## config.mk

```make
export PLATFORM = sky130hd
export DESIGN_NAME = flh_host_ctrl
export DESIGN_NICKNAME = d
export VERILOG_FILES = /design/src/rtl/flh_pkg.sv /design/src/rtl/flh_host_ctrl.sv /design/src/rtl/flh_sync2.sv
export VERILOG_INCLUDE_DIRS = /design/src /design/src/rtl
export SDC_FILE = /design/constraint.sdc
export NUM_CORES = 1
export LEC_CHECK = 0
export ABC_CLOCK_PERIOD_IN_PS = 2640
export BUFFER_PORTS_ARGS = -buffer_cell sky130_fd_sc_hd__buf_2
export CAP_MARGIN = 20
export CORE_MARGIN = 2
export CORE_UTILIZATION = 53
export CTS_CLUSTER_DIAMETER = 80
export DETAILED_ROUTE_END_ITERATION = 10
export PLACE_DENSITY = 0.83
export SYNTH_ARGS = -nofsm -noshare
export SYNTH_HDL_FRONTEND = slang
export SYNTH_SLANG_ARGS = --single-unit
```

## constraint.sdc

```tcl
create_clock -name CLOCK -period 2.64 [get_ports CLOCK]
set_input_delay 0.132 -clock CLOCK [delete_from_list [all_inputs] [get_ports CLOCK]]
set_output_delay 0.132 -clock CLOCK [all_outputs]
set_load 0.05 [all_outputs]
```

## src/rtl/flh_defs.svh

```systemverilog
// Purpose: timing counts, pin command codes and widths for the flash host controller
// Assumes: 200 MHz CLOCK; times in ns or us as named
// Notes:   cycle counts round up so every wait is at least the stated time
`ifndef FLH_DEFS_SVH
`define FLH_DEFS_SVH

// ****************************************
// clock and widths
// ****************************************
`define FLH_CLK_MHZ 200
`define FLH_ADDR_W 22
`define FLH_DATA_W 16
`define FLH_CNT_W 13

// ****************************************
// times
// ****************************************
`define FLH_RESET_PULSE_NS 100
`define FLH_READ_REC_NS 150
`define FLH_WRITE_REC_NS 150
`define FLH_ACCESS_NS 100
`define FLH_WE_PULSE_NS 50
`define FLH_DATA_HOLD_NS 20
`define FLH_GAP_NS 30
`define FLH_ABORT_ERASE_US 22
`define FLH_ABORT_PROG_US 12

// ****************************************
// cycle counts
// ****************************************
`define FLH_NS2CYC(ns) ((((ns) * `FLH_CLK_MHZ) + 999) / 1000)
`define FLH_PULSE_CYC `FLH_NS2CYC(`FLH_RESET_PULSE_NS)
`define FLH_REC_NS ((`FLH_READ_REC_NS > `FLH_WRITE_REC_NS) ? `FLH_READ_REC_NS : `FLH_WRITE_REC_NS)
`define FLH_REC_CYC `FLH_NS2CYC(`FLH_REC_NS)
`define FLH_SYNC_MARGIN 3
`define FLH_RD_CYC (`FLH_NS2CYC(`FLH_ACCESS_NS) + `FLH_SYNC_MARGIN)
`define FLH_WE_CYC `FLH_NS2CYC(`FLH_WE_PULSE_NS)
`define FLH_HOLD_CYC `FLH_NS2CYC(`FLH_DATA_HOLD_NS)
`define FLH_GAP_CYC `FLH_NS2CYC(`FLH_GAP_NS)
`define FLH_ABORT_ERASE_CYC (`FLH_ABORT_ERASE_US * `FLH_CLK_MHZ)
`define FLH_ABORT_PROG_CYC (`FLH_ABORT_PROG_US * `FLH_CLK_MHZ)

// ****************************************
// command codes and status field
// ****************************************
`define FLH_CMD_READ_ARRAY 8'hff
`define FLH_CMD_PROG 8'h40
`define FLH_CMD_PROG_ALT 8'h10
`define FLH_CMD_ERASE 8'h20
`define FLH_CMD_CONFIRM 8'hd0
`define FLH_SR_READY_BIT 7

`endif

```

## src/rtl/flh_pkg.sv

```systemverilog
// Purpose: types shared by the flash host controller
// Assumes: nothing beyond the defs header
// Notes:   encodings left to the tools
package flh_pkg;
	typedef enum logic [2:0] {
		S_RST, S_WAKE, S_RECOV, S_IDLE, S_RD, S_WR, S_WRH, S_GAP
	} flh_state_t;
	typedef enum logic [1:0] {OP_NONE, OP_PROG, OP_ERASE} flh_op_t;
endpackage

```

## src/rtl/flh_host_ctrl.sv

```systemverilog
// Purpose: host-side controller driving an asynchronous parallel flash through its pins
// Assumes: CLOCK 200 MHz, RST synchronous active high; user port on the same clock
// Notes:   waits are counted in cycles; data pins are sampled through two flops
`timescale 1ns/100ps
`include "flh_defs.svh"

// Operation
// - reads hold write enable and reset high, chip select and output enable low.
// - writes drive chip select and write enable low, output enable high.
// - host waits read and write recovery after releasing reset_powerdown_n.
// - after an abort, recovery delays count from the end of abort time; an RST held two cycles or more zeroes the abort count instead.
// - host holds reset_powerdown_n low at least 100 ns to reset.
// - host writes FFH before array reads when not in read-array mode.
module flh_host_ctrl
	import flh_pkg::*;
#(
	parameter int ABORT_ERASE_CYC = `FLH_ABORT_ERASE_CYC,
	parameter int ABORT_PROG_CYC = `FLH_ABORT_PROG_CYC
) (
	input wire logic CLOCK,
	input wire logic RST,
	input wire logic REQ_VALID,
	output logic REQ_READY,
	input wire logic REQ_WRITE,
	input wire logic REQ_RAW,
	input wire logic [`FLH_ADDR_W-1:0] REQ_ADDR,
	input wire logic [`FLH_DATA_W-1:0] REQ_WDATA,
	output logic RSP_VALID,
	output logic [`FLH_DATA_W-1:0] RSP_RDATA,
	input wire logic PWRDN,
	output logic OP_BUSY,
	output logic ARRAY_MODE,
	output logic CE_N,
	output logic OE_N,
	output logic WE_N,
	output logic RP_N,
	output logic [`FLH_ADDR_W-1:0] ADDR,
	output logic [`FLH_DATA_W-1:0] DQ_O,
	output logic DQ_OE_N,
	input wire logic [`FLH_DATA_W-1:0] DQ_I
);
	localparam int CW = `FLH_CNT_W;
	localparam int PULSE_CYC = `FLH_PULSE_CYC;
	localparam int REC_CYC = `FLH_REC_CYC;
	localparam int RD_CYC = `FLH_RD_CYC;

	// ****************************************
	// state
	// ****************************************
	flh_state_t state_reg, state_next;
	flh_op_t op_reg;
	logic [CW-1:0] cnt_reg, cnt_next;
	logic [CW-1:0] abort_cnt_reg;
	logic array_reg, fix_reg, rsp_reg;
	logic [7:0] last_cmd_reg;
	logic [`FLH_DATA_W-1:0] dq_sync, rdata_reg, wdata_reg;
	logic [`FLH_ADDR_W-1:0] addr_reg;
	logic ce_n_reg, oe_n_reg, we_n_reg, rp_n_reg, dq_oe_n_reg;
	logic cnt_done, take, need_fix;

	assign cnt_done = (cnt_reg == '0);
	assign REQ_READY = (state_reg == S_IDLE) && !PWRDN;
	assign take = REQ_READY && REQ_VALID;
	assign need_fix = !REQ_WRITE && !REQ_RAW && !array_reg;

	flh_sync2 #(.W(`FLH_DATA_W)) u_dq_sync (
		.clk(CLOCK),
		.rst(RST),
		.d(DQ_I),
		.q(dq_sync)
	);

	always_comb begin
		state_next = state_reg;
		cnt_next = cnt_done ? cnt_reg : cnt_reg - 1'b1;
		case (state_reg)
			S_RST: begin
				// reset low at least the pulse time; abort keeps running meanwhile
				if (cnt_done && !PWRDN) begin
					state_next = S_WAKE;
				end
			end
			S_WAKE: begin
				// recovery starts only once the abort window has closed
				if (abort_cnt_reg == '0) begin
					state_next = S_RECOV;
					cnt_next = CW'(REC_CYC - 1);
				end
			end
			S_RECOV: begin
				if (cnt_done) begin
					state_next = S_IDLE;
				end
			end
			S_IDLE: begin
				if (PWRDN) begin
					state_next = S_RST;
					cnt_next = CW'(PULSE_CYC - 1);
				end else if (take && (REQ_WRITE || need_fix)) begin
					state_next = S_WR;
					cnt_next = CW'(`FLH_WE_CYC - 1);
				end else if (take) begin
					state_next = S_RD;
					cnt_next = CW'(RD_CYC - 1);
				end
			end
			S_RD: begin
				if (cnt_done) begin
					state_next = S_GAP;
					cnt_next = CW'(`FLH_GAP_CYC - 1);
				end
			end
			S_WR: begin
				if (cnt_done) begin
					state_next = S_WRH;
					cnt_next = CW'(`FLH_HOLD_CYC - 1);
				end
			end
			S_WRH: begin
				if (cnt_done) begin
					state_next = S_GAP;
					cnt_next = CW'(`FLH_GAP_CYC - 1);
				end
			end
			S_GAP: begin
				if (cnt_done && fix_reg) begin
					state_next = S_RD;
					cnt_next = CW'(RD_CYC - 1);
				end else if (cnt_done) begin
					state_next = S_IDLE;
				end
			end
			default: begin
				state_next = S_RST;
			end
		endcase
	end

	always_ff @(posedge CLOCK) begin
		if (RST) begin
			state_reg <= S_RST;
			cnt_reg <= CW'(PULSE_CYC - 1);
		end else begin
			state_reg <= state_next;
			cnt_reg <= cnt_next;
		end
	end

	// ****************************************
	// pins
	// ****************************************
	// pins follow the next state so they line up with state_reg
	always_ff @(posedge CLOCK) begin
		if (RST) begin
			rp_n_reg <= 1'b0;
			ce_n_reg <= 1'b1;
			oe_n_reg <= 1'b1;
			we_n_reg <= 1'b1;
			dq_oe_n_reg <= 1'b1;
		end else begin
			rp_n_reg <= (state_next != S_RST);
			ce_n_reg <= !(state_next inside {S_RD, S_WR, S_WRH});
			oe_n_reg <= (state_next != S_RD);
			we_n_reg <= (state_next != S_WR);
			// data driven through the write enable rise so the latch edge sees it
			dq_oe_n_reg <= !(state_next inside {S_WR, S_WRH});
		end
	end

	always_ff @(posedge CLOCK) begin
		if (RST) begin
			addr_reg <= '0;
			wdata_reg <= '0;
		end else if (take) begin
			addr_reg <= REQ_ADDR;
			wdata_reg <= need_fix ? `FLH_DATA_W'(`FLH_CMD_READ_ARRAY) : REQ_WDATA;
		end
	end

	always_ff @(posedge CLOCK) begin
		if (RST) begin
			fix_reg <= 1'b0;
		end else if (take) begin
			fix_reg <= need_fix;
		end else if (state_reg == S_RD) begin
			fix_reg <= 1'b0;
		end
	end

	// ****************************************
	// device mode tracking
	// ****************************************
	// array mode after every reset; any other command leaves it
	always_ff @(posedge CLOCK) begin
		if (RST) begin
			array_reg <= 1'b1;
			last_cmd_reg <= 8'h00;
			op_reg <= OP_NONE;
		end else if (state_reg == S_RST) begin
			array_reg <= 1'b1;
			last_cmd_reg <= 8'h00;
			op_reg <= OP_NONE;
		end else if (state_reg == S_WR && cnt_done) begin
			if (last_cmd_reg == `FLH_CMD_PROG || last_cmd_reg == `FLH_CMD_PROG_ALT) begin
				// program data is never a command, whatever its low byte holds
				array_reg <= 1'b0;
				last_cmd_reg <= 8'h00;
				op_reg <= OP_PROG;
			end else begin
				array_reg <= (wdata_reg[7:0] == `FLH_CMD_READ_ARRAY);
				last_cmd_reg <= wdata_reg[7:0];
				if (last_cmd_reg == `FLH_CMD_ERASE && wdata_reg[7:0] == `FLH_CMD_CONFIRM) begin
					op_reg <= OP_ERASE;
				end
			end
		end else if (rsp_reg && !array_reg && rdata_reg[`FLH_SR_READY_BIT]) begin
			// any answer outside array mode, write answers too, ends the tracked operation if rdata_reg holds the ready bit
			op_reg <= OP_NONE;
		end
	end

	// abort window loads when reset is asserted over a running operation
	always_ff @(posedge CLOCK) begin
		if ((RST || (state_reg == S_IDLE && PWRDN)) && op_reg == OP_ERASE) begin
			abort_cnt_reg <= CW'(ABORT_ERASE_CYC - 1);
		end else if ((RST || (state_reg == S_IDLE && PWRDN)) && op_reg == OP_PROG) begin
			abort_cnt_reg <= CW'(ABORT_PROG_CYC - 1);
		end else if (RST) begin
			abort_cnt_reg <= '0;
		end else if (abort_cnt_reg != '0) begin
			abort_cnt_reg <= abort_cnt_reg - 1'b1;
		end
	end

	// ****************************************
	// read data
	// ****************************************
	always_ff @(posedge CLOCK) begin
		if (RST) begin
			rsp_reg <= 1'b0;
			rdata_reg <= '0;
		end else begin
			rsp_reg <= 1'b0;
			if (state_reg == S_RD && cnt_done) begin
				rdata_reg <= dq_sync;
				rsp_reg <= 1'b1;
			end else if (state_reg == S_WRH && cnt_done && !fix_reg) begin
				rsp_reg <= 1'b1;
			end
		end
	end

	assign RSP_VALID = rsp_reg;
	assign RSP_RDATA = rdata_reg;
	assign OP_BUSY = (op_reg != OP_NONE);
	assign ARRAY_MODE = array_reg;
	assign CE_N = ce_n_reg;
	assign OE_N = oe_n_reg;
	assign WE_N = we_n_reg;
	assign RP_N = rp_n_reg;
	assign ADDR = addr_reg;
	assign DQ_O = wdata_reg;
	assign DQ_OE_N = dq_oe_n_reg;

	// ****************************************
	// checks
	// ****************************************
	logic [CW-1:0] rp_low_cnt_reg, quiet_cnt_reg;
	always_ff @(posedge CLOCK) begin
		if (RST) begin
			rp_low_cnt_reg <= '0;
		end else if (!RP_N && rp_low_cnt_reg != '1) begin
			rp_low_cnt_reg <= rp_low_cnt_reg + 1'b1;
		end else if (RP_N) begin
			rp_low_cnt_reg <= '0;
		end
	end
	always_ff @(posedge CLOCK) begin
		if (RST || !RP_N || abort_cnt_reg != '0) begin
			quiet_cnt_reg <= '0;
		end else if (quiet_cnt_reg != '1) begin
			quiet_cnt_reg <= quiet_cnt_reg + 1'b1;
		end
	end
endmodule

```

## src/rtl/flh_sync2.sv

```systemverilog
// Purpose: two-flop synchroniser for pin inputs
// Assumes: bits are sampled independently; callers allow settle margin
// Notes:   first stage is read only by the second
`timescale 1ns/100ps
module flh_sync2 #(
	parameter int W = 1
) (
	input wire logic clk,
	input wire logic rst,
	input wire logic [W-1:0] d,
	output logic [W-1:0] q
);
	logic [W-1:0] meta_reg;
	always_ff @(posedge clk) begin
		if (rst) begin
			meta_reg <= '0;
			q <= '0;
		end else begin
			meta_reg <= d;
			q <= meta_reg;
		end
	end
endmodule

```

==> results.sh <==
export IMPL_ant_nets=0
export IMPL_power_switching_mw=1.365
export IMPL_clkSlewWorstSetupHoldPaths_ps=60
export IMPL_crit_path_end_kind="flop"
export IMPL_post_synth_inst_count=604
export IMPL_clockPowerShare_pct=43.7
export IMPL_grt_pass1_wl_mm=24.35
export IMPL_report_final_slew_viol_count=0
export IMPL_critical_path_top_delay_family="simple AND/OR/NAND/NOR gates"
export IMPL_syn_cell_area_sq_mm=0.005340
export IMPL_synth_seq_cells=133
export IMPL_drt_first_pass_iters=7
export IMPL_synthToLayoutAreaGrowth_pct=34.35
export IMPL_end_of_the_worst_register_to_register_path="DQ_OE_N$_SDFF_PP1_"
export IMPL_boundaryPins=123
export IMPL_drive_gt1_share_pct=24.30
export IMPL_routedWlPerCell_um=16.17
export IMPL_worst_path_max_fanout=6
export IMPL_layout_min_cycle_time_ps=2429
export IMPL_place_congestion=0.9376
export IMPL_remaining_drc_errors=0
export IMPL_synthesis_nets=668
export IMPL_largest_register_ff_count=22
export IMPL_die_ht_um=104.4
export IMPL_detailedPlacementHpwl_mm=9.044
export IMPL_status="finished clean"
export IMPL_fillerInstances=668
export IMPL_post_synth_cell_area_avg_sq_um=8.841
export IMPL_netSwitchingFraction_pct=26.30
export IMPL_synth_distinct_cells=67
export IMPL_combinationalPowerShare_pct=14.4
export IMPL_tritoncts_num_sinks=133
export IMPL_synth_top_area_share_pct=49.86
export IMPL_powerDensity_mw_per_mm2=723.4
export IMPL_power_ir_vdd_worst_mv=0.4773
export IMPL_route_met3_wl_um=985
export IMPL_max_freq_mhz=411.6
export IMPL_preCtsSetupSlack_ps=250.5
export IMPL_numCtsBuffers=17
export IMPL_postLayoutSetupSlackWorst_ps=210.5
export IMPL_critical_path_n_buffers_inverters=1
export IMPL_initial_core_util_pct=54.63
export IMPL_grt_antenna_before_repair=0
export IMPL_first_global_vias=5177
export IMPL_clk_insertion_delay_late_ps=530
export IMPL_max_cap_violations=0
export IMPL_synth_async_reset_ratio_pct=0
export IMPL_number_of_design_rule_violations_left_by_the_first_detailed_router_iteration=381
export IMPL_crit_reg2reg_launch="abort_cnt_reg[0]$_SDFFE_PP1P_"
export IMPL_cts_max_path_buffers=2
export IMPL_grt_setup_unrepaired="no"
export IMPL_post_cts_buffers=0
export IMPL_finalSetupTns_ps=0
export IMPL_avgViaCountPerCell=5.508
export IMPL_power_static_leakage_nw=2.977
export IMPL_floorplan_die_area_sq_mm=0.01089
export IMPL_dr_wl_met2_mm=7.733
export IMPL_worstMarginPinSlew_ps=702.6
export IMPL_internal_power_mw=3.825
export IMPL_grt_ovfl_total=0
export IMPL_cp_cell_sequence="inv_1 -> ha_1 -> or3b_2 -> or4_4 -> a21oi_4 -> a32o_4 -> mux2i_1"
export IMPL_ys_warnings_count=0
export IMPL_path_class="reg -> reg"
export IMPL_place_port_buffers=122
export IMPL_diodes=0
export IMPL_share_seq_of_total_power_pct=41.8
export IMPL_largest_net_degree_at_the_start_of_global_routing=65
export IMPL_postPlaceCellArea_sq_mm=0.006051
export IMPL_finish_instance_area_sq_mm=0.007174
export IMPL_fin_crit_sh_pct=92.03
export IMPL_worst_ep_required_time_ps=3100
export IMPL_slew_headroom_pct=53.09
export IMPL_critPathMaxStageDelay_ps=570
export IMPL_skew_ps=7.172
export IMPL_fin_nets=841
export IMPL_hp_start="RST"
export IMPL_setup_violations_final=0
export IMPL_min_path_cells=2
export IMPL_synth_area_top_cells="sky130_fd_sc_hd__dfxtp_1 (50%), sky130_fd_sc_hd__nand2_1 (7.1%), sky130_fd_sc_hd__a21oi_1 (5.4%)"
export IMPL_report_final_hold_viol_count=0
export IMPL_route_final_wire_length_mm=14.92
export IMPL_hold_ws_ps=45.67
export IMPL_setup_reg_to_reg_worst_slack_ps=210
export IMPL_reg2reg_depth=7
export IMPL_route_top_layer_used="met4"
export IMPL_critical_path_startpoint_type="flop"
export IMPL_met1Wirelength_mm=5.666
export IMPL_die_x_um=104.4
export IMPL_critical_path_slowest_cell="sky130_fd_sc_hd__or4_4"
export IMPL_clock_tree_root_cell="sky130_fd_sc_hd__clkbuf_8"
export IMPL_cts_resized_gates=0
export IMPL_routed_via_count=5084
export IMPL_path_type_of_the_worst_min_delay_path="in -> reg"
export IMPL_grt_use_total_pct=27.88
export IMPL_tritoncts="built"
export IMPL_synth_yosys_seq_area_share_pct=49.86
export IMPL_critical_path_arrival_ps=2890
export IMPL_post_synth_top_area_cell="sky130_fd_sc_hd__dfxtp_1"
export IMPL_number_of_standard_cell_rows_in_the_floorplan=36
export IMPL_synth_edf_count=0
export IMPL_synth_flop_cell="sky130_fd_sc_hd__dfxtp_1"
export IMPL_cts_htree_levels=4
export IMPL_min_delay_worst_endpoint="u_dq_sync.meta_reg[7]$_SDFF_PP0_"
export IMPL_core_area_sq_mm=0.009774
## worst register-to-register path, stage by stage (launching register included)
cell and delay, ps:
sky130_fd_sc_hd__dfxtp_1 310, sky130_fd_sc_hd__inv_1 90, sky130_fd_sc_hd__ha_1 210, sky130_fd_sc_hd__or3b_2 540, sky130_fd_sc_hd__or4_4 570, sky130_fd_sc_hd__a21oi_4 220
sky130_fd_sc_hd__a32o_4 260, sky130_fd_sc_hd__mux2i_1 170
## per-layer routing
layer / vias to the layer above / global-route usage, %
met5: - / 0
met1: 2383 / 31.71
li1: 2435 / -
met3: 56 / 6.767
met4: 0 / 14.29
met2: 210 / 48.41
## synthesized netlist by cell type, drive strengths merged (3+ instances only)
cell type	n
dfxtp	133
nand2	101
a21oi	59
nor2	46
nor2b	36
clkbuf	27
nor3	25
o21ai	14
inv	13
nand3	13
xor2	11
nand4	10
a22oi	9
buf	8
xnor2	8
or2	7
a31oi	6
nor4	6
or4	5
a211oi	4
and2	4
ha	4
o31ai	4
or3	4
a31o	3
and3b	3
nor3b	3
o211ai	3
## power groups by stage
| stage | Combinational (mW) | Sequential, mW | Clock [mW] |
|---|---|---|---|
| finish | 0.750 | 2.17 | 2.27 |
| global route | 0.827 | 2.18 | 2.38 |
| CTS | 0.737 | 2.17 | 2.29 |
| detailed placement | 0.656 | 2.21 | 0 |
| global placement | 0.616 | 2.20 | 0 |
| floorplan | 0.508 | 2.19 | 0 |
## placed cells by master (no fill, tap or decap), drive strengths merged, types with 3 or more instances in the layout
cell / count
nor3: 25
a211oi: 4
buf: 135
and3b: 3
xor2: 11
or2: 7
nor2b: 36
nand2: 101
clkbuf: 18
nor4: 6
clkinv: 10
nor2: 46
a22oi: 9
a31o: 3
nand3: 13
nand4: 10
o211ai: 3
o21ai: 14
or3: 4
xnor2: 8
and2: 4
or4: 5
o31ai: 4
inv: 14
a21oi: 59
nor3b: 3
dlygate4sd3: 54
ha: 4
dfxtp: 133
a31oi: 6
## worst max path at each step
stage,startpoint,endpoint,slack [ps],cells after the start
final,abort_cnt_reg[0]$_SDFFE_PP1P_,DQ_OE_N$_SDFF_PP1_,210,7
after CTS,abort_cnt_reg[0]$_SDFFE_PP1P_,DQ_OE_N$_SDFF_PP1_,230,7
after global placement,abort_cnt_reg[0]$_SDFFE_PP1P_,DQ_OE_N$_SDFF_PP1_,320,7
after global routing,abort_cnt_reg[0]$_SDFFE_PP1P_,CE_N$_SDFF_PP1_,120,7
after detailed placement,abort_cnt_reg[0]$_SDFFE_PP1P_,RP_N$_SDFF_PP0_,250,7
after floorplan,abort_cnt_reg[0]$_SDFFE_PP1P_,DQ_OE_N$_SDFF_PP1_,360,8
## stage by stage
stage	power (mW)	utilization (%)	std cells
floorplan	2.700	-	604
global route	5.383	73.40	923
global placement	2.818	61.90	837
detailed placement	2.867	61.90	837
finish	5.190	73.40	923
CTS	5.190	73.40	923
## kinds of logic after synthesis
kind of cell    after synthesis  synth area share (%)
simple gates                277                 27.23
flops                       133                 49.86
compound gates              121                 14.46
buf+inv                      48                 4.030
xor+xnor                     19                 3.116
fa+ha+maj                     4                0.9372
mux                           2                0.3749
## area by class of cell
type                       instances  area (sq um)  share of cell area (%)
multi-input combinational        423          2462                   34.32
clock buffer                      18         427.9                   5.964
inverter                          13         48.80                  0.6802
timing repair buffer             189          1251                   17.44
clock inverter                    14         155.1                   2.163
tap                              133         166.4                   2.320
sequential                       133          2663                   37.11
## what timing repair did
item / CTS / global route
setup endpoints to repair: 0 / 0
endpoints found under the hold margin: 54 / 0
hold buffers: 54 / 0
Power figures use the tool's default switching activity.
